[config.mk]
export PLATFORM = sky130hd
export DESIGN_NAME = pdtx_sequencer
export DESIGN_NICKNAME = d
export VERILOG_FILES = /design/src/common/pdtx_pkg.sv /design/src/pdtx_sequencer.sv /design/src/pdtx_fifo.sv
export VERILOG_INCLUDE_DIRS = /design/src /design/src/common
export SDC_FILE = /design/constraint.sdc
export NUM_CORES = 1
export LEC_CHECK = 0
export ABC_AREA = 1
export BUFFER_PORTS_ARGS = -buffer_cell sky130_fd_sc_hd__buf_2
export CAP_MARGIN = 15
export CORE_ASPECT_RATIO = 0.9
export CORE_MARGIN = 1
export CORE_UTILIZATION = 39
export CTS_CLUSTER_SIZE = 28
export DETAILED_ROUTE_END_ITERATION = 7
export GPL_ROUTABILITY_DRIVEN = 0
export SYNTH_ARGS = -nofsm -noshare
export SYNTH_HDL_FRONTEND = slang
export SYNTH_SLANG_ARGS = --single-unit
[constraint.sdc]
create_clock -name sys_clk_i -period 8.35 [get_ports sys_clk_i]
set_input_delay 2.505 -clock sys_clk_i [delete_from_list [all_inputs] [get_ports sys_clk_i]]
set_output_delay 2.505 -clock sys_clk_i [all_outputs]
set_load 0.03 [all_outputs]
[src/common/pdtx_map.svh]
// Constants of the transmit token sequencer: token codes, line symbols, CRC and depths
`ifndef PDTX_MAP_SVH
`define PDTX_MAP_SVH

// Inline start command, matched as 101x_xxx1
`define PDTX_CMD_MASK 8'hE1
`define PDTX_CMD_VALUE 8'hA1

// Token codes seen at the head of the transmit FIFO
`define PDTX_TOK_SYNC1 8'h12
`define PDTX_TOK_SYNC2 8'h13
`define PDTX_TOK_SYNC3 8'h1B
`define PDTX_TOK_RST1 8'h15
`define PDTX_TOK_RST2 8'h16
`define PDTX_TOK_EOP 8'h14
`define PDTX_TOK_CRC 8'hFF
`define PDTX_TOK_DRVOFF 8'hFE
`define PDTX_TOK_PACK_TAG 3'h4
`define PDTX_TOK_PACK_MSB 7
`define PDTX_TOK_PACK_LSB 5
`define PDTX_TOK_CNT_MSB 4

// Five-bit K-codes put on the line in place of the token bytes
`define PDTX_K_SYNC1 5'h18
`define PDTX_K_SYNC2 5'h11
`define PDTX_K_SYNC3 5'h06
`define PDTX_K_RST1 5'h07
`define PDTX_K_RST2 5'h19
`define PDTX_K_EOP 5'h0D

// Power Delivery CRC-32, shifted LSB first
`define PDTX_CRC_POLY_REV 32'hEDB88320
`define PDTX_CRC_INIT 32'hFFFFFFFF
`define PDTX_CRC_LAST_NIB 3'h7

// Buffer depths
`define PDTX_TXF_DEPTH 16
`define PDTX_OBUF_DEPTH 2
`define PDTX_BYTE_W 8

`endif

[src/common/pdtx_pkg.sv]
// Types shared by the transmit token sequencer files
package pdtx_pkg;

   // Sequencer states
   typedef enum logic [2:0] {
      PDTX_ST_IDLE,
      PDTX_ST_TOKEN,
      PDTX_ST_DATA,
      PDTX_ST_CRC,
      PDTX_ST_DRAIN
   } pdtx_state_t;

   // One line symbol: K-code flag and five-bit code
   typedef struct packed {
      logic is_k;
      logic [4:0] code;
   } pdtx_sym_t;

   // Whole state of the sequencer
   typedef struct packed {
      pdtx_state_t st;
      logic running;
      logic drv_en;
      logic collision;
      logic [4:0] left;
      logic [7:0] byte_v;
      logic have;
      logic nib_hi;
      logic [2:0] crc_idx;
      logic [31:0] crc;
      logic [2:0] act_sync;
      logic act;
   } pdtx_seq_st_t;

endpackage

[src/pdtx_sequencer.sv]
// Transmit token sequencer: token FIFO, token interpreter, CRC and line symbol buffer
//
// Operation
// RQ1 - One token at a time, action finished first
// RQ2 - Tokens become K-codes, never raw bytes
// RQ3 - Inline start byte starts transmitter like start
// RQ4 - Inline start byte is not stored
// RQ5 - Software loads tokens before starting
// RQ6 - Software writes only A1h as start
// RQ7 - Token 12h sends one Sync-1
// RQ8 - Token 13h sends one Sync-2
// RQ9 - Token 1Bh sends one Sync-3
// RQ10 - Token 15h sends one RST-1
// RQ11 - Token 16h sends one RST-2
// RQ12 - Top bits 100 mark packed data, count
// RQ13 - Software follows with exactly count bytes
// RQ14 - Software keeps count from 2 to 30
// RQ15 - Low nibble first, each 4b5b encoded
// RQ16 - Token FFh inserts the hardware CRC
// RQ17 - Token 14h sends end of packet
// RQ18 - Token FEh switches the driver off
// RQ19 - Each data write pushes one byte
// RQ20 - Line activity at start aborts, flags collision
// RQ21 - Software writes reserved bits as zero
// RQ22 - CRC-32 over nibbles since sync, encoded
`include "pdtx_map.svh"
module pdtx_sequencer
   import pdtx_pkg::*;
(
   input wire logic sys_clk_i,
   input wire logic reset_n_i,
   input wire logic wr_valid_i,
   input wire logic [7:0] wr_data_i,
   output logic wr_ready_o,
   input wire logic tx_start_i,
   input wire logic cc_activity_i,
   output logic sym_valid_o,
   input wire logic sym_ready_i,
   output pdtx_sym_t sym_o,
   output logic driver_en_o,
   output logic collision_o,
   output logic tx_busy_o
);

   pdtx_seq_st_t s_r;
   pdtx_seq_st_t s_nxt;
   logic is_cmd;
   logic start_evt;
   logic tf_push;
   logic tf_ready;
   logic tf_ov;
   logic [7:0] tf_od;
   logic tf_pop;
   logic tf_clr;
   logic ob_push;
   logic ob_ready;
   logic ob_empty;
   pdtx_sym_t ob_data;
   logic [31:0] crc_out;
   logic [3:0] nib;

   // 4b5b code of one data nibble
   function automatic logic [4:0] pdtx_enc(input logic [3:0] n);
      logic [4:0] c;
      c = 5'h1E;
      case (n)
         4'h0: c = 5'h1E;
         4'h1: c = 5'h09;
         4'h2: c = 5'h14;
         4'h3: c = 5'h15;
         4'h4: c = 5'h0A;
         4'h5: c = 5'h0B;
         4'h6: c = 5'h0E;
         4'h7: c = 5'h0F;
         4'h8: c = 5'h12;
         4'h9: c = 5'h13;
         4'hA: c = 5'h16;
         4'hB: c = 5'h17;
         4'hC: c = 5'h1A;
         4'hD: c = 5'h1B;
         4'hE: c = 5'h1C;
         default: c = 5'h1D;
      endcase
      return c;
   endfunction

   // CRC-32 advanced by one nibble, LSB first as the bits go out
   function automatic logic [31:0] pdtx_crc_nib(input logic [31:0] c, input logic [3:0] n);
      logic [31:0] r;
      r = c;
      for (int i = 0; i < 4; i++) begin
         r = (r[0] ^ n[i]) ? ((r >> 1) ^ `PDTX_CRC_POLY_REV) : (r >> 1);
      end
      return r;
   endfunction

   // Inline start byte is a command and never reaches the FIFO
   assign is_cmd = ((wr_data_i & `PDTX_CMD_MASK) == `PDTX_CMD_VALUE); // RQ3
   assign tf_push = wr_valid_i && !is_cmd; // RQ4 RQ19
   assign wr_ready_o = is_cmd || tf_ready;
   assign start_evt = tx_start_i || (wr_valid_i && is_cmd); // RQ3
   assign crc_out = ~s_r.crc;
   assign nib = s_r.nib_hi ? s_r.byte_v[7:4] : s_r.byte_v[3:0]; // RQ15
   assign driver_en_o = s_r.drv_en;
   assign collision_o = s_r.collision;
   assign tx_busy_o = s_r.running;

   // Token store
   pdtx_fifo #(
      .WIDTH(`PDTX_BYTE_W),
      .DEPTH(`PDTX_TXF_DEPTH)
   ) u_txf (
      .sys_clk_i(sys_clk_i),
      .reset_n_i(reset_n_i),
      .clr_i(tf_clr),
      .in_valid_i(tf_push),
      .in_ready_o(tf_ready),
      .in_data_i(wr_data_i),
      .out_valid_o(tf_ov),
      .out_ready_i(tf_pop),
      .out_data_o(tf_od),
      .empty_o()
   );

   // Symbol buffer: a stall by the line encoder backs up into the sequencer
   pdtx_fifo #(
      .WIDTH($bits(pdtx_sym_t)),
      .DEPTH(`PDTX_OBUF_DEPTH)
   ) u_obuf (
      .sys_clk_i(sys_clk_i),
      .reset_n_i(reset_n_i),
      .clr_i(1'b0),
      .in_valid_i(ob_push),
      .in_ready_o(ob_ready),
      .in_data_i(ob_data),
      .out_valid_o(sym_valid_o),
      .out_ready_i(sym_ready_i),
      .out_data_o(sym_o),
      .empty_o(ob_empty)
   );

   // Next state of the sequencer
   always_comb begin
      s_nxt = s_r;
      s_nxt.collision = 1'b0;
      ob_push = 1'b0;
      ob_data = '0;
      tf_pop = 1'b0;
      tf_clr = 1'b0;
      // Pin synchroniser; a change counts once the last two stages agree
      s_nxt.act_sync = {s_r.act_sync[1:0], cc_activity_i};
      if (s_r.act_sync[2] == s_r.act_sync[1]) begin
         s_nxt.act = s_r.act_sync[2];
      end
      // A start while already sending is ignored
      if (start_evt && !s_r.running) begin
         if (s_r.act) begin
            s_nxt.collision = 1'b1; // RQ20
            tf_clr = 1'b1; // RQ20
         end else begin
            s_nxt.running = 1'b1; // RQ3
            s_nxt.drv_en = 1'b1;
            s_nxt.st = PDTX_ST_TOKEN;
            s_nxt.crc = `PDTX_CRC_INIT;
         end
      end
      case (s_r.st)
         PDTX_ST_IDLE: begin
         end
         // Fetch only when the symbol buffer can take the token's result
         PDTX_ST_TOKEN: begin
            if (tf_ov && ob_ready) begin
               tf_pop = 1'b1; // RQ1
               ob_data.is_k = 1'b1;
               if (tf_od[`PDTX_TOK_PACK_MSB:`PDTX_TOK_PACK_LSB] == `PDTX_TOK_PACK_TAG) begin
                  s_nxt.left = tf_od[`PDTX_TOK_CNT_MSB:0]; // RQ12
                  s_nxt.have = 1'b0;
                  s_nxt.nib_hi = 1'b0;
                  if (tf_od[`PDTX_TOK_CNT_MSB:0] != 5'h00) begin
                     s_nxt.st = PDTX_ST_DATA; // RQ12
                  end
               end else begin
                  case (tf_od)
                     `PDTX_TOK_SYNC1: begin
                        ob_push = 1'b1;
                        ob_data.code = `PDTX_K_SYNC1; // RQ7 RQ2
                        s_nxt.crc = `PDTX_CRC_INIT; // RQ22
                     end
                     `PDTX_TOK_SYNC2: begin
                        ob_push = 1'b1;
                        ob_data.code = `PDTX_K_SYNC2; // RQ8 RQ2
                        s_nxt.crc = `PDTX_CRC_INIT;
                     end
                     `PDTX_TOK_SYNC3: begin
                        ob_push = 1'b1;
                        ob_data.code = `PDTX_K_SYNC3; // RQ9 RQ2
                        s_nxt.crc = `PDTX_CRC_INIT;
                     end
                     `PDTX_TOK_RST1: begin
                        ob_push = 1'b1;
                        ob_data.code = `PDTX_K_RST1; // RQ10
                     end
                     `PDTX_TOK_RST2: begin
                        ob_push = 1'b1;
                        ob_data.code = `PDTX_K_RST2; // RQ11
                     end
                     `PDTX_TOK_EOP: begin
                        ob_push = 1'b1;
                        ob_data.code = `PDTX_K_EOP; // RQ17
                     end
                     `PDTX_TOK_CRC: begin
                        s_nxt.crc_idx = '0;
                        s_nxt.st = PDTX_ST_CRC; // RQ16
                     end
                     `PDTX_TOK_DRVOFF: begin
                        s_nxt.st = PDTX_ST_DRAIN; // RQ18
                     end
                     // Unknown codes are dropped without line action
                     default: begin
                     end
                  endcase
               end
            end
         end
         // Packed bytes: load one, then send its two nibbles
         PDTX_ST_DATA: begin
            if (!s_r.have) begin
               if (tf_ov) begin
                  tf_pop = 1'b1;
                  s_nxt.byte_v = tf_od;
                  s_nxt.have = 1'b1;
               end
            end else if (ob_ready) begin
               ob_push = 1'b1;
               ob_data.code = pdtx_enc(nib); // RQ15
               s_nxt.crc = pdtx_crc_nib(s_r.crc, nib); // RQ22
               s_nxt.nib_hi = !s_r.nib_hi;
               if (s_r.nib_hi) begin
                  s_nxt.have = 1'b0;
                  s_nxt.left = s_r.left - 5'h01;
                  if (s_r.left == 5'h01) begin
                     s_nxt.st = PDTX_ST_TOKEN; // RQ1
                  end
               end
            end
         end
         // Eight encoded nibbles of the inverted CRC, low nibble first
         PDTX_ST_CRC: begin
            if (ob_ready) begin
               ob_push = 1'b1;
               ob_data.code = pdtx_enc(crc_out[{s_r.crc_idx, 2'b00} +: 4]); // RQ16 RQ22
               s_nxt.crc_idx = s_r.crc_idx + 3'h1;
               if (s_r.crc_idx == `PDTX_CRC_LAST_NIB) begin
                  s_nxt.st = PDTX_ST_TOKEN;
               end
            end
         end
         // Driver stays on until every queued symbol has left
         PDTX_ST_DRAIN: begin
            if (ob_empty) begin
               s_nxt.drv_en = 1'b0; // RQ18
               s_nxt.running = 1'b0;
               s_nxt.st = PDTX_ST_IDLE;
            end
         end
         default: begin
            s_nxt.st = PDTX_ST_IDLE;
         end
      endcase
   end

   // State register
   always_ff @(posedge sys_clk_i) begin
      if (!reset_n_i) begin
         s_r <= '0;
      end else begin
         s_r <= s_nxt;
      end
   end

   // Checks
   a_token_single: assert property (@(posedge sys_clk_i) disable iff (!reset_n_i) // RQ1
      tf_pop |-> (s_r.st == PDTX_ST_TOKEN) || (s_r.st == PDTX_ST_DATA && !s_r.have))
      else $error("token fetched while an action is pending");
   a_inline_start: assert property (@(posedge sys_clk_i) disable iff (!reset_n_i) // RQ3
      (wr_valid_i && is_cmd && !s_r.running && !s_r.act) |=> s_r.running && driver_en_o)
      else $error("inline start did not start the transmitter");
   a_inline_nostore: assert property (@(posedge sys_clk_i) disable iff (!reset_n_i) // RQ4
      (wr_valid_i && wr_data_i == `PDTX_CMD_VALUE) |-> !tf_push)
      else $error("inline start byte stored in FIFO");
   a_sync1_kcode: assert property (@(posedge sys_clk_i) disable iff (!reset_n_i) // RQ7
      (tf_pop && s_r.st == PDTX_ST_TOKEN && tf_od == `PDTX_TOK_SYNC1)
      |-> ob_push && ob_data.is_k && ob_data.code == `PDTX_K_SYNC1)
      else $error("sync-1 token not sent as its K-code");
   a_eop_kcode: assert property (@(posedge sys_clk_i) disable iff (!reset_n_i) // RQ17
      (tf_pop && s_r.st == PDTX_ST_TOKEN && tf_od == `PDTX_TOK_EOP) |-> ob_push && ob_data.code == `PDTX_K_EOP)
      else $error("end of packet token not sent as its K-code");
   a_pack_enter: assert property (@(posedge sys_clk_i) disable iff (!reset_n_i) // RQ12
      (tf_pop && s_r.st == PDTX_ST_TOKEN && tf_od[`PDTX_TOK_PACK_MSB:`PDTX_TOK_PACK_LSB] == `PDTX_TOK_PACK_TAG
      && tf_od[`PDTX_TOK_CNT_MSB:0] != 5'h00)
      |=> s_r.st == PDTX_ST_DATA && s_r.left == $past(tf_od[`PDTX_TOK_CNT_MSB:0]))
      else $error("packed data token count not taken");
   a_low_first: assert property (@(posedge sys_clk_i) disable iff (!reset_n_i) // RQ15
      (s_r.st == PDTX_ST_DATA && ob_push && !s_r.nib_hi)
      |-> ob_data.code == pdtx_enc(s_r.byte_v[3:0]) && !ob_data.is_k)
      else $error("low nibble not sent first");
   a_crc_length: assert property (@(posedge sys_clk_i) disable iff (!reset_n_i) // RQ16
      (s_r.st == PDTX_ST_CRC && ob_push && s_r.crc_idx == `PDTX_CRC_LAST_NIB) |=> s_r.st == PDTX_ST_TOKEN)
      else $error("CRC not eight nibbles long");
   a_driver_off: assert property (@(posedge sys_clk_i) disable iff (!reset_n_i) // RQ18
      (s_r.st == PDTX_ST_DRAIN && ob_empty) |=> !driver_en_o && !tx_busy_o)
      else $error("driver left on after drive-off token");
   a_collision_abort: assert property (@(posedge sys_clk_i) disable iff (!reset_n_i) // RQ20
      (start_evt && !s_r.running && s_r.act) |=> collision_o && !tx_busy_o && !driver_en_o)
      else $error("start with line activity not aborted");
   a_fifo_push: assert property (@(posedge sys_clk_i) disable iff (!reset_n_i) // RQ19
      (tf_push && tf_ready && !tf_clr && !tf_ov && s_r.st == PDTX_ST_IDLE) |-> ##[1:2] (tf_ov || tf_clr))
      else $error("written byte did not reach the FIFO head");

   c_start: cover property (@(posedge sys_clk_i) disable iff (!reset_n_i) $rose(s_r.running));
   c_crc_sent: cover property (@(posedge sys_clk_i) disable iff (!reset_n_i)
      s_r.st == PDTX_ST_CRC && ob_push && s_r.crc_idx == `PDTX_CRC_LAST_NIB);
   c_collision: cover property (@(posedge sys_clk_i) disable iff (!reset_n_i) collision_o);
   c_stall: cover property (@(posedge sys_clk_i) disable iff (!reset_n_i) sym_valid_o && !sym_ready_i ##1 !ob_ready);

endmodule

[src/pdtx_fifo.sv]
// Small FIFO with registered head data, used for the token store and the symbol buffer
`include "pdtx_map.svh"
module pdtx_fifo
   import pdtx_pkg::*;
#(
   parameter int WIDTH = `PDTX_BYTE_W,
   parameter int DEPTH = `PDTX_TXF_DEPTH
) (
   input wire logic sys_clk_i,
   input wire logic reset_n_i,
   input wire logic clr_i,
   input wire logic in_valid_i,
   output logic in_ready_o,
   input wire logic [WIDTH-1:0] in_data_i,
   output logic out_valid_o,
   input wire logic out_ready_i,
   output logic [WIDTH-1:0] out_data_o,
   output logic empty_o
);

   localparam int AW = $clog2(DEPTH);

   typedef struct packed {
      logic [DEPTH-1:0][WIDTH-1:0] mem;
      logic [AW-1:0] wptr;
      logic [AW-1:0] rptr;
      logic [AW:0] cnt;
      logic oval;
      logic [WIDTH-1:0] odata;
   } pdtx_fifo_st_t;

   pdtx_fifo_st_t s_r;
   pdtx_fifo_st_t s_nxt;
   logic [AW:0] occ;
   logic push;
   logic pop_mem;

   // Occupancy counts the head register too, so full really means DEPTH words held
   assign occ = s_r.cnt + {{AW{1'b0}}, s_r.oval};
   assign in_ready_o = (occ < (AW + 1)'(DEPTH));
   assign out_valid_o = s_r.oval;
   assign out_data_o = s_r.odata;
   assign empty_o = (s_r.cnt == '0) && !s_r.oval;
   assign push = in_valid_i && in_ready_o;
   assign pop_mem = (s_r.cnt != '0) && (!s_r.oval || out_ready_i);

   // Next state: head refill, write, count; clear wins over all
   always_comb begin
      s_nxt = s_r;
      if (s_r.oval && out_ready_i) begin
         s_nxt.oval = 1'b0;
      end
      if (pop_mem) begin
         s_nxt.odata = s_r.mem[s_r.rptr];
         s_nxt.oval = 1'b1;
         s_nxt.rptr = s_r.rptr + 1'b1;
      end
      if (push) begin
         s_nxt.mem[s_r.wptr] = in_data_i;
         s_nxt.wptr = s_r.wptr + 1'b1;
      end
      if (push && !pop_mem) begin
         s_nxt.cnt = s_r.cnt + 1'b1;
      end else if (!push && pop_mem) begin
         s_nxt.cnt = s_r.cnt - 1'b1;
      end
      if (clr_i) begin
         s_nxt.cnt = '0;
         s_nxt.oval = 1'b0;
         s_nxt.rptr = '0;
         s_nxt.wptr = '0;
      end
   end

   // State register
   always_ff @(posedge sys_clk_i) begin
      if (!reset_n_i) begin
         s_r <= '0;
      end else begin
         s_r <= s_nxt;
      end
   end

endmodule

== After elaboration in Yosys (flattened, before gate mapping) ==
Memories as Yosys holds them, arrays and structs flattened.
Cells that the tools add are included.
Word-level totals
  ROM bits: 160
  register bits after elaboration: 233
  input bits: 14
  logic and storage cells: 231
  output and inout bits: 11
  memories: 2
Memory list
  (no name shown): depth 16, bits a word 5, rd ports 1, clocked after Yosys merged registers in 0, write ports 0, RTL line pdtx_sequencer.sv:66  | case (n)
  (no name shown): depth 16, bits a word 5, rd ports 1, clocked after Yosys merged registers in 0, write ports 0, RTL line pdtx_sequencer.sv:66
Cells by class
  reductions and logical operators: 50
  $add $sub $neg: 12
  shift operators: 1
  multiplexer cells: 82
  order comparisons: 8
  bitwise operators: 11
  equal/unequal tests: 25
Operators by type and width (number)
  32-bit 2-to-1 mux: 9
  128-bit bitwise mux: 1
  5-bit 2-to-1 mux: 13
  32-bit case mux with 2 select lines: 1
  13-bit NOT with 14-bit output: 4
  8-bit by 5-bit == test with 1-bit output, second input constant: 6
  37-bit 2-to-1 mux: 1
  35-bit 2-to-1 mux: 1
  3-bit 2-to-1 mux: 11
  8-bit binary-select mux with 4-bit select: 1
  8-bit demux with 4-bit select: 1
  32-bit NOT: 1
  32-bit by 6-bit indexed part select with 4-bit output: 1
  6-bit 2-to-1 mux: 5
  5-bit case mux with 6 select lines: 1
  1-bit logical AND: 17
  1-bit 2-to-1 mux: 17
  8-bit == test, second input constant: 2
  8-bit 2-to-1 mux: 2
  3-bit case mux with 5 select lines: 1
  5-bit case mux with 3 select lines: 1
  2-bit inequality test, second input constant: 7
  2-bit nonzero test: 7
  12-bit bitwise mux: 1
  other kinds (46): 77

== Longest topological paths before layout ==
Gate-level depths: netlist of run 1.
  depth after elaboration: 12
  depth in mapped cells: 18
  mapped depth without buffers: 16

== By module ==
A second synthesis of run 1 with hierarchy kept.
Unflattened totals
  cell total of the unflattened synthesis: 2166
  area total of the unflattened synthesis: 13509.2 sq um
Modules (own cells, without submodules)
  pdtx_fifo at u_txf: seq. area each 3002.9 sq um, area an instance 8005.2 sq um, cells each 1293, times used 1
  pdtx_sequencer: seq. area each 1201.2 sq um, area an instance 4272.8 sq um, cells each 694, times used 1
  pdtx_fifo at u_obuf: seq. area each 460.4 sq um, area an instance 1231.2 sq um, cells each 179, times used 1

== Worst setup path before layout of run 1 ==
OpenSTA, ideal clock, no wires.
  path type: input to output
  start point: in wr_data_i[6]
  end point: out wr_ready_o
  stages on the path: 4
  path slack: 2.776 ns
  required time: 5.845 ns
  data arrival time: 3.069 ns
  buffers on the path: 1
  cell sequence: buf_2 > inv_1 > nand4_1 > nand2_1
On the way
  word-level cells in the longest chain between the ends: 2
RTL lines
  from (decl): RTL line pdtx_sequencer.sv:33  | input wire logic [7:0] wr_data_i,
  4-bit == test (no source line)
  1-bit logical OR: RTL line pdtx_sequencer.sv:100  | assign wr_ready_o = is_cmd || tf_ready;
  to (decl): RTL line pdtx_sequencer.sv:34  | output logic wr_ready_o,
Every way passes these cells.

== Final worst setup path of run 1 ==
  start point: in wr_data_i[5]
  end point: out wr_ready_o
Same word-level chain as after synthesis.

==> flow_summary.ini, run 1 <==
[outcome]
status = finished, final reports clean

[route]
ant_nets = 0
vias_per_cell = 5.482
avgRoutedWirePerCell_um = 16.35
drt_first_pass_iters = 5
drc = 0
wirelength_um = 34980
first_iter_violations = 1104
dr_total_vias = 11725

[global_route]
grt.busiest_layer = met2
grt_util_met2_pct = 33.72
grt_pass1_wl_um = 56960
grt_util_met3_pct = 2.778
grt_max_degree = 106
antenna_found_initial = 0
use_met1_pct = 32.26
gr-total-overflow = 0
grt_usage_pct = 21.83
first_global_vias = 10692

[placed_design]
numPortBuffers = 24
hpwl_um = 21330
post-place-ws_ps = 2320

[cts]
worstSkewPairLatency_ps = 540
cts_buffers = 27
cts_resized = 0
clockBufferDepth = 3
holdBufCountCts = 0
htree_levels = 1
postCtsSetupBuffers = 0
cts_num_sinks = 233
path_clk_slew_ps = 60
cts_tree = yes
cts-root-buf = clkbuf_16

[die]
core_um2 = 30100
start_util_pct = 39.97
die_x_um = 187.1
std_cell_rows = 60
ioPinCount = 25
die_h_um = 168.6
die-area_um2 = 31560

[layout]
mostFrequentLayoutCells = 385 x nand2_1, 232 x dfxtp_1, 210 x nand3_1
final_common_cell = nand2_1
area_delta_synth_final_pct = 8.923
fin_nets = 1749
fill_cells = 3094
diodes = 0
drive_gt1_share_pct = 7.316

[sta]
post-route-period-util_pct = 72.60
hold_viol_final = 0
maxSlewViolCount = 0
setup_ws_ps = 2288
tightestPinTransition_ps = 1168
final.min_clock_period_ps = 6062
finalSetupViolations = 0
rsz0062_at_grt = false
fin_skew_ps = 8.698
tns_ps = 0
fmax_mhz = 165.0
max_slew_margin_pct = 22.13

[power]
p_leak_nw = 5.037
power.density_nw_per_um2 = 263.3
ir_worst_vdd_mv = 0.1554

[synth]
synth.largest_area_cell = dfxtp_1
synth_edf_count = 0
avgSynthCellArea_um2 = 6.794
synth-seq-cells = 233
ys_types = 48
ys.flop_type = dfxtp_1
async_flop_share_pct = 0
syn_inst = 1771
seq_area_frac_synth_pct = 38.77
yosysWarnings = 0
synth_nets = 1801
yosys-top-cells-area = dfxtp_1 39%, nand2_1 12%, nand3_1 8.7%
syn_area_um2 = 12030
synth_top_area_share_pct = 38.77

[worst_hold_path]
hp-class = reg2reg
min_path_cells = 2

[setup_path]
crit_type = in2out
crit_path_max_fanout = 17
critPathRequiredTime_ps = 5850
cp.arrival_ps = 3560
critPathLaunchType = input pin
crit_path_end_kind = output pin
rr_worst_depth = 11

[job]
drv_cap = 0
[cells by family (layout without fill, tap and decap cells)]
family / after synthesis / after routing / share of synthesized area, %
AOI/OAI and AO/OA: 445 / 445 / 20.32
adders and majority gates: 16 / 16 / 1.726
buffers and inverters: 256 / 221 / 8.787
DFF: 233 / 233 / 38.77
xor gates and xnor gates: 15 / 15 / 1.092
and+or+nand+nor: 802 / 802 / 28.97
muxes: 4 / 4 / 0.3328
[power by group]
part,switching [mW],internal (mW)
Clock,0.468,0.719
Combinational,0.708,0.286
Sequential,0.0725,1.20
[path summary, 6_finish.rpt]
kind                     startpoint            end  slack (ps)
hold / removal          driver_en_o    driver_en_o         450
setup / recovery       wr_data_i[5]     wr_ready_o        2290
hold reg to reg         driver_en_o    driver_en_o         450
setup reg to reg  u_txf.out_valid_o  u_txf.s_r[12]        5070
[state kept, by name, indices dropped and copies added (netlist names)]
name                cells
driver_en_o             1
tx_busy_o               1
u_obuf.out_data_o       6
u_obuf.s_r             16
s_nxt                   2
u_txf.out_valid_o       1
u_txf.s_r             141
u_txf.out_data_o        8
u_obuf.out_valid_o      1
s_r                    55
collision_o             1
[routing by layer]
layer | wire, um | part of all wire [%]
met1 | 17140 | 49
met2 | 14940 | 43
met3 | 2395 | 6.8
met4 | 502 | 1.4
met5 | 0 | 0
[Yosys cell counts, types with 4 or more instances]
master    number
a211oi_1       7
o21ai_0      144
o221ai_1      26
ha_1          15
xor2_1        12
o22ai_1        4
nand2_1      385
clkbuf_1      73
nor3_1         4
nand2_2       22
inv_1        125
o21ai_1        8
nor2_1       155
nand3_1      210
clkinv_1       5
o211ai_1      10
a31oi_1       30
a21oi_1      207
buf_1          8
buf_4         15
inv_2          8
mux2i_1        4
nor2_2         4
dfxtp_1      233
buf_2         20
[critical path, cell delays in order]
cell and delay (ps):
buf_2 330, nand4_1 360, nand2_1 150, buf_2 200
[final cells by class]
class / instances / area, um2 / area share (%)
clock buffers: 38 / 757.0 / 5.776
clock inverters: 8 / 122.6 / 0.9357
inverters: 138 / 520.5 / 3.972
multi-input cells: 1282 / 6317 / 48.20
flip-flops and latches: 233 / 4666 / 35.60
well taps: 403 / 504.2 / 3.848
repair buffers: 37 / 217.7 / 1.661
[metrics by stage]
stage	cell area, um2	power [mW]	cells	hold WS (ps)	util (%)
floorplan	12030	2.037	1771	390.5	-
global placement	12230	2.256	2093	431.2	40.61
detailed placement	12230	2.268	2093	444.4	40.61
CTS	13110	3.456	2139	454.6	43.53
global route	13110	3.635	2139	468.5	43.53
finish	13110	3.450	2139	451.6	43.53
Power figures use the tool's default switching activity.
==> run 2, diff against run 1 <==
Settings changed: ABC_AREA 1 to 0.
Clock period 8.35 ns to 5.2 ns, I/O delays scaled along.
==> flow_summary.ini, run 2 <==
[sta]
post-route-period-util_pct = 77.06
fmax_mhz = 249.6
rsz0062_at_grt = false
hold_ws_ps = 439.0
fin_skew_ps = 17.18
hold_viol_final = 0
max_slew_margin_pct = 26.91
final.min_clock_period_ps = 4007
maxSlewViolCount = 0
finalSetupViolations = 0
setup_ws_ps = 1193
tightestPinTransition_ps = 1088
tns_ps = 0

[cts]
postCtsSetupBuffers = 0
path_clk_slew_ps = 60
holdBufCountCts = 0
cts-root-buf = clkbuf_16
cts_tree = yes
cts_num_sinks = 233
cts_buffers = 24
htree_levels = 1
clockBufferDepth = 3
worstSkewPairLatency_ps = 520
cts_resized = 0

[synth]
async_flop_share_pct = 0
synth-seq-cells = 233
ys_types = 65
avgSynthCellArea_um2 = 9.928
ys.flop_type = dfxtp_1
synth_top_area_share_pct = 41.76
syn_area_um2 = 11170
seq_area_frac_synth_pct = 41.76
yosysWarnings = 0
ys_top_cells_by_count = 233 x dfxtp_1, 222 x nor2_1, 157 x mux2i_1, 54 x a21oi_1, 52 x mux4_2
synth.largest_area_cell = dfxtp_1
yosys-top-cells-area = dfxtp_1 42%, mux2i_1 14%, mux4_2 10%
yosysMostFrequentCell = dfxtp_1
synth_nets = 1155
syn_inst = 1125
synth_edf_count = 0

[route]
ant_nets = 0
avgRoutedWirePerCell_um = 17.41
dr_total_vias = 7968
drc = 0
vias_per_cell = 5.409
wirelength_um = 25650
first_iter_violations = 630
drt_first_pass_iters = 6

[die]
die-area_um2 = 29320
ioPinCount = 25
start_util_pct = 39.87
die_x_um = 180.4
die_h_um = 162.5
std_cell_rows = 58
core_um2 = 28010

[global_route]
grt_max_degree = 115
first_global_vias = 7728
antenna_found_initial = 0
grt_usage_pct = 18.04
grt_pass1_wl_um = 42810
gr-total-overflow = 0

[worst_hold_path]
min_path_cells = 1
hp-class = reg2reg

[placed_design]
dpl.cell_count = 1429
numPortBuffers = 24
post-place-ws_ps = 879.3
hpwl_um = 16400
post_dp_cell_area_um2 = 11420

[layout]
top_register = u_txf.s_r
diodes = 0
reg_top3 = u_txf.s_r: 141 flops, s_r: 55 flops, u_obuf.s_r: 16 flops
final_cell_area_um2 = 12180
area_delta_synth_final_pct = 9.073
instances_no_fill = 1473
final_common_cell = dfxtp_1
largest_reg_flops = 141
mostFrequentLayoutCells = 231 x dfxtp_1, 222 x nor2_1, 157 x mux2i_1
postLayoutCoreUtil_pct = 43.49
drive_gt1_share_pct = 12.67
fill_cells = 2697
fin_nets = 1126

[setup_path]
crit_path_end_kind = output pin
crit_path_max_fanout = 17
critPathLaunchType = input pin
cp.arrival_ps = 2450
crit_type = in2out
rr_worst_depth = 14
critPathRequiredTime_ps = 3640

[power]
p_leak_nw = 4.988
ir_worst_vdd_mv = 0.2245
report.power.total_mw = 4.761
power.density_nw_per_um2 = 390.8

[job]
drv_cap = 0

[outcome]
status = finished, final reports clean
[run 2: cell count changes in the layout (fill, tap and decap cells not counted), sizes merged, moves of 30 or more]
cell,delta
a21oi,-152
nand3,-193
inv,-115
nor2,+58
mux4,+52
mux2i,+155
nand2,-369
o21ai,-113
xnor2,+30
[run 2: worst paths after layout]
path                startpoint            end  slack [ps]
hold reg to reg       s_nxt[2]       s_nxt[3]         440
hold / removal        s_nxt[2]       s_nxt[3]         440
setup / recovery  wr_data_i[5]     wr_ready_o        1190
setup reg to reg       s_r[58]  u_txf.s_r[13]        1520
[run 2: critical path, cell delays in order]
cell and delay [ps]:
buf_2 290, nand4b_1 240, o21ai_0 130, buf_2 220
[run 2: report_power, final]
part | internal [mW] | leakage, nW | switching (mW)
registers | 1.90 | 1.89 | 0.173
clock network | 0.985 | 0.372 | 0.705
logic | 0.442 | 2.72 | 0.558
total | 3.33 | 4.99 | 1.44
[run 2: per-layer routing]
| metal | vias to the layer above | track usage (%) | routed length [um] |
|---|---|---|---|
| li1 | 3923 | - | - |
| met1 | 3838 | 24.96 | 12290 |
| met2 | 165 | 29.33 | 11700 |
| met3 | 42 | 2.415 | 1073 |
| met4 | 0 | 5.556 | 584 |
| met5 | - | 0 | 0 |
[run 2: layout make-up]
class / count / area (um2) / area share, %
multi-input combinational: 785 / 6043 / 49.60
sequential: 233 / 4667 / 38.31
clock buffer: 35 / 663.1 / 5.443
tap: 360 / 450.4 / 3.697
timing repair buffer: 34 / 192.7 / 1.582
clock inverter: 8 / 93.84 / 0.7703
inverter: 18 / 72.57 / 0.5957
[run 2: cells by family (layout without fill, tap and decap cells)]
family,count (synthesis),after routing,share of synthesized area [%]
muxes,211,211,24.88
and+or+nand+nor,344,344,13.70
xor gates and xnor gates,51,51,4.839
adders and majority gates,16,16,1.860
AOI/OAI and AO/OA,163,163,8.782
buffers and inverters,107,95,4.178
DFF,233,233,41.76
==> run 3, diff against run 2 <==
Clock period 5.2 ns to 3.95 ns, I/O delays scaled along.
==> flow_summary.ini, run 3 (same netlist as run 2, synthesis figures left out) <==
[layout]
mostFrequentLayoutCells = 231 x dfxtp_1, 222 x nor2_1, 157 x mux2i_1
diodes = 0
final_common_cell = dfxtp_1
fill_cells = 2715
drive_gt1_share_pct = 14.83
largest_reg_flops = 141
fin_nets = 1148
reg_top3 = u_txf.s_r: 141 flops, s_r: 55 flops, u_obuf.s_r: 16 flops
top_register = u_txf.s_r
area_delta_synth_final_pct = 11.06

[worst_hold_path]
hold_end = s_nxt[3]
hp-class = reg2reg
min_path_cells = 1
worstHoldStart = s_nxt[2]

[outcome]
status = finished, final reports clean

[setup_path]
cp.arrival_ps = 2090
critPathRequiredTime_ps = 2760
timing.rr.start = s_r[57]
critPathLaunchType = input pin
r2r-end = u_txf.s_r[13]
rr_worst_depth = 13
crit_type = in2out
ff2ff_setup_slack_ps = 790
crit_path_max_fanout = 17
crit_path_end_kind = output pin

[sta]
rsz0062_at_grt = false
fmax_mhz = 305.5
tightestPinTransition_ps = 907.8
final.min_clock_period_ps = 3273
hold_viol_final = 0
finalSetupViolations = 0
hold_ws_ps = 437.8
max_slew_margin_pct = 39.48
maxSlewViolCount = 0
fin_skew_ps = 20.75
post-route-period-util_pct = 82.87
tns_ps = 0

[cts]
cts-root-buf = clkbuf_16
cts_resized = 0
cts_tree = yes
cts_num_sinks = 233
worstSkewPairLatency_ps = 530
holdBufCountCts = 0
htree_levels = 1
clockBufferDepth = 3
postCtsSetupBuffers = 0
path_clk_slew_ps = 60
cts_buffers = 25

[route]
vias_per_cell = 5.440
wirelength_um = 25730
avgRoutedWirePerCell_um = 17.24
ant_nets = 0
first_iter_violations = 534
drc = 0
drt_first_pass_iters = 6
dr_total_vias = 8122

[placed_design]
hpwl_um = 16700
numPortBuffers = 24

[global_route]
grt_pass1_wl_um = 42060
grt_max_degree = 109
grt_usage_pct = 17.66
gr-total-overflow = 0
antenna_found_initial = 0
first_global_vias = 7757

[power]
power.density_nw_per_um2 = 511.7
ir_worst_vdd_mv = 0.3025
p_leak_nw = 5.113

[job]
drv_cap = 0

[die]
start_util_pct = 39.87
die-area_um2 = 29320
core_um2 = 28010
ioPinCount = 25
die_x_um = 180.4
die_h_um = 162.5
std_cell_rows = 58
-- run 3: worst max path at each step --
stage	from	to	slack [ps]	cells past startpoint
3_5_place_dp	wr_data_i[0]	u_txf.s_r[13]	280	13
2_1_floorplan	wr_data_i[6]	u_txf.s_r[13]	320	14
3_3_place_gp	wr_data_i[0]	u_txf.s_r[13]	310	13
4_1_cts	wr_data_i[0]	wr_ready_o	660	4
6_report	wr_data_i[0]	wr_ready_o	680	4
5_1_grt	s_r[57]	u_txf.s_r[13]	570	13
-- run 3: routing by layer --
layer / global-route usage, % / vias up / part of all wire, %
met1: 24.10 / 3971 / 48
met3: 2.683 / 38 / 3.9
met2: 29.49 / 164 / 46
li1: - / 3949 / -
met4: 4.040 / 0 / 1.7
met5: 0 / - / 0
-- run 3: stage by stage --
step	worst slack (ps)	utilization, %	instances	cell area [um2]	power [mW]
detailed placement	284.1	41.45	1451	11610	4.120
global route	568.1	44.28	1493	12400	6.669
finish	676.7	44.28	1493	12400	6.347
floorplan	316.8	-	1125	11170	3.835
CTS	662.8	44.28	1493	12400	6.415
global placement	312.5	41.45	1451	11610	4.096
-- run 3: critical path, cell delays in order --
cell      delay (ps)
buf_2            270
nand4b_1         280
o21ai_0          140
buf_2            220
-- run 3: layout make-up --
| cell class | count | area (um2) | area share [%] |
|---|---|---|---|
| tap | 360 | 450.4 | 3.631 |
| multi-input combinational | 785 | 6043 | 48.72 |
| sequential | 233 | 4667 | 37.62 |
| clock buffer | 34 | 719.4 | 5.800 |
| clock inverter | 8 | 73.82 | 0.5951 |
| timing repair buffer | 55 | 377.9 | 3.046 |
| inverter | 18 | 72.57 | 0.5850 |
-- run 3: power by group --
part | total (mW) | switching (mW) | internal (mW)
Combinational | 1.34 | 0.747 | 0.597
Clock | 2.28 | 0.954 | 1.33
Sequential | 2.72 | 0.219 | 2.50
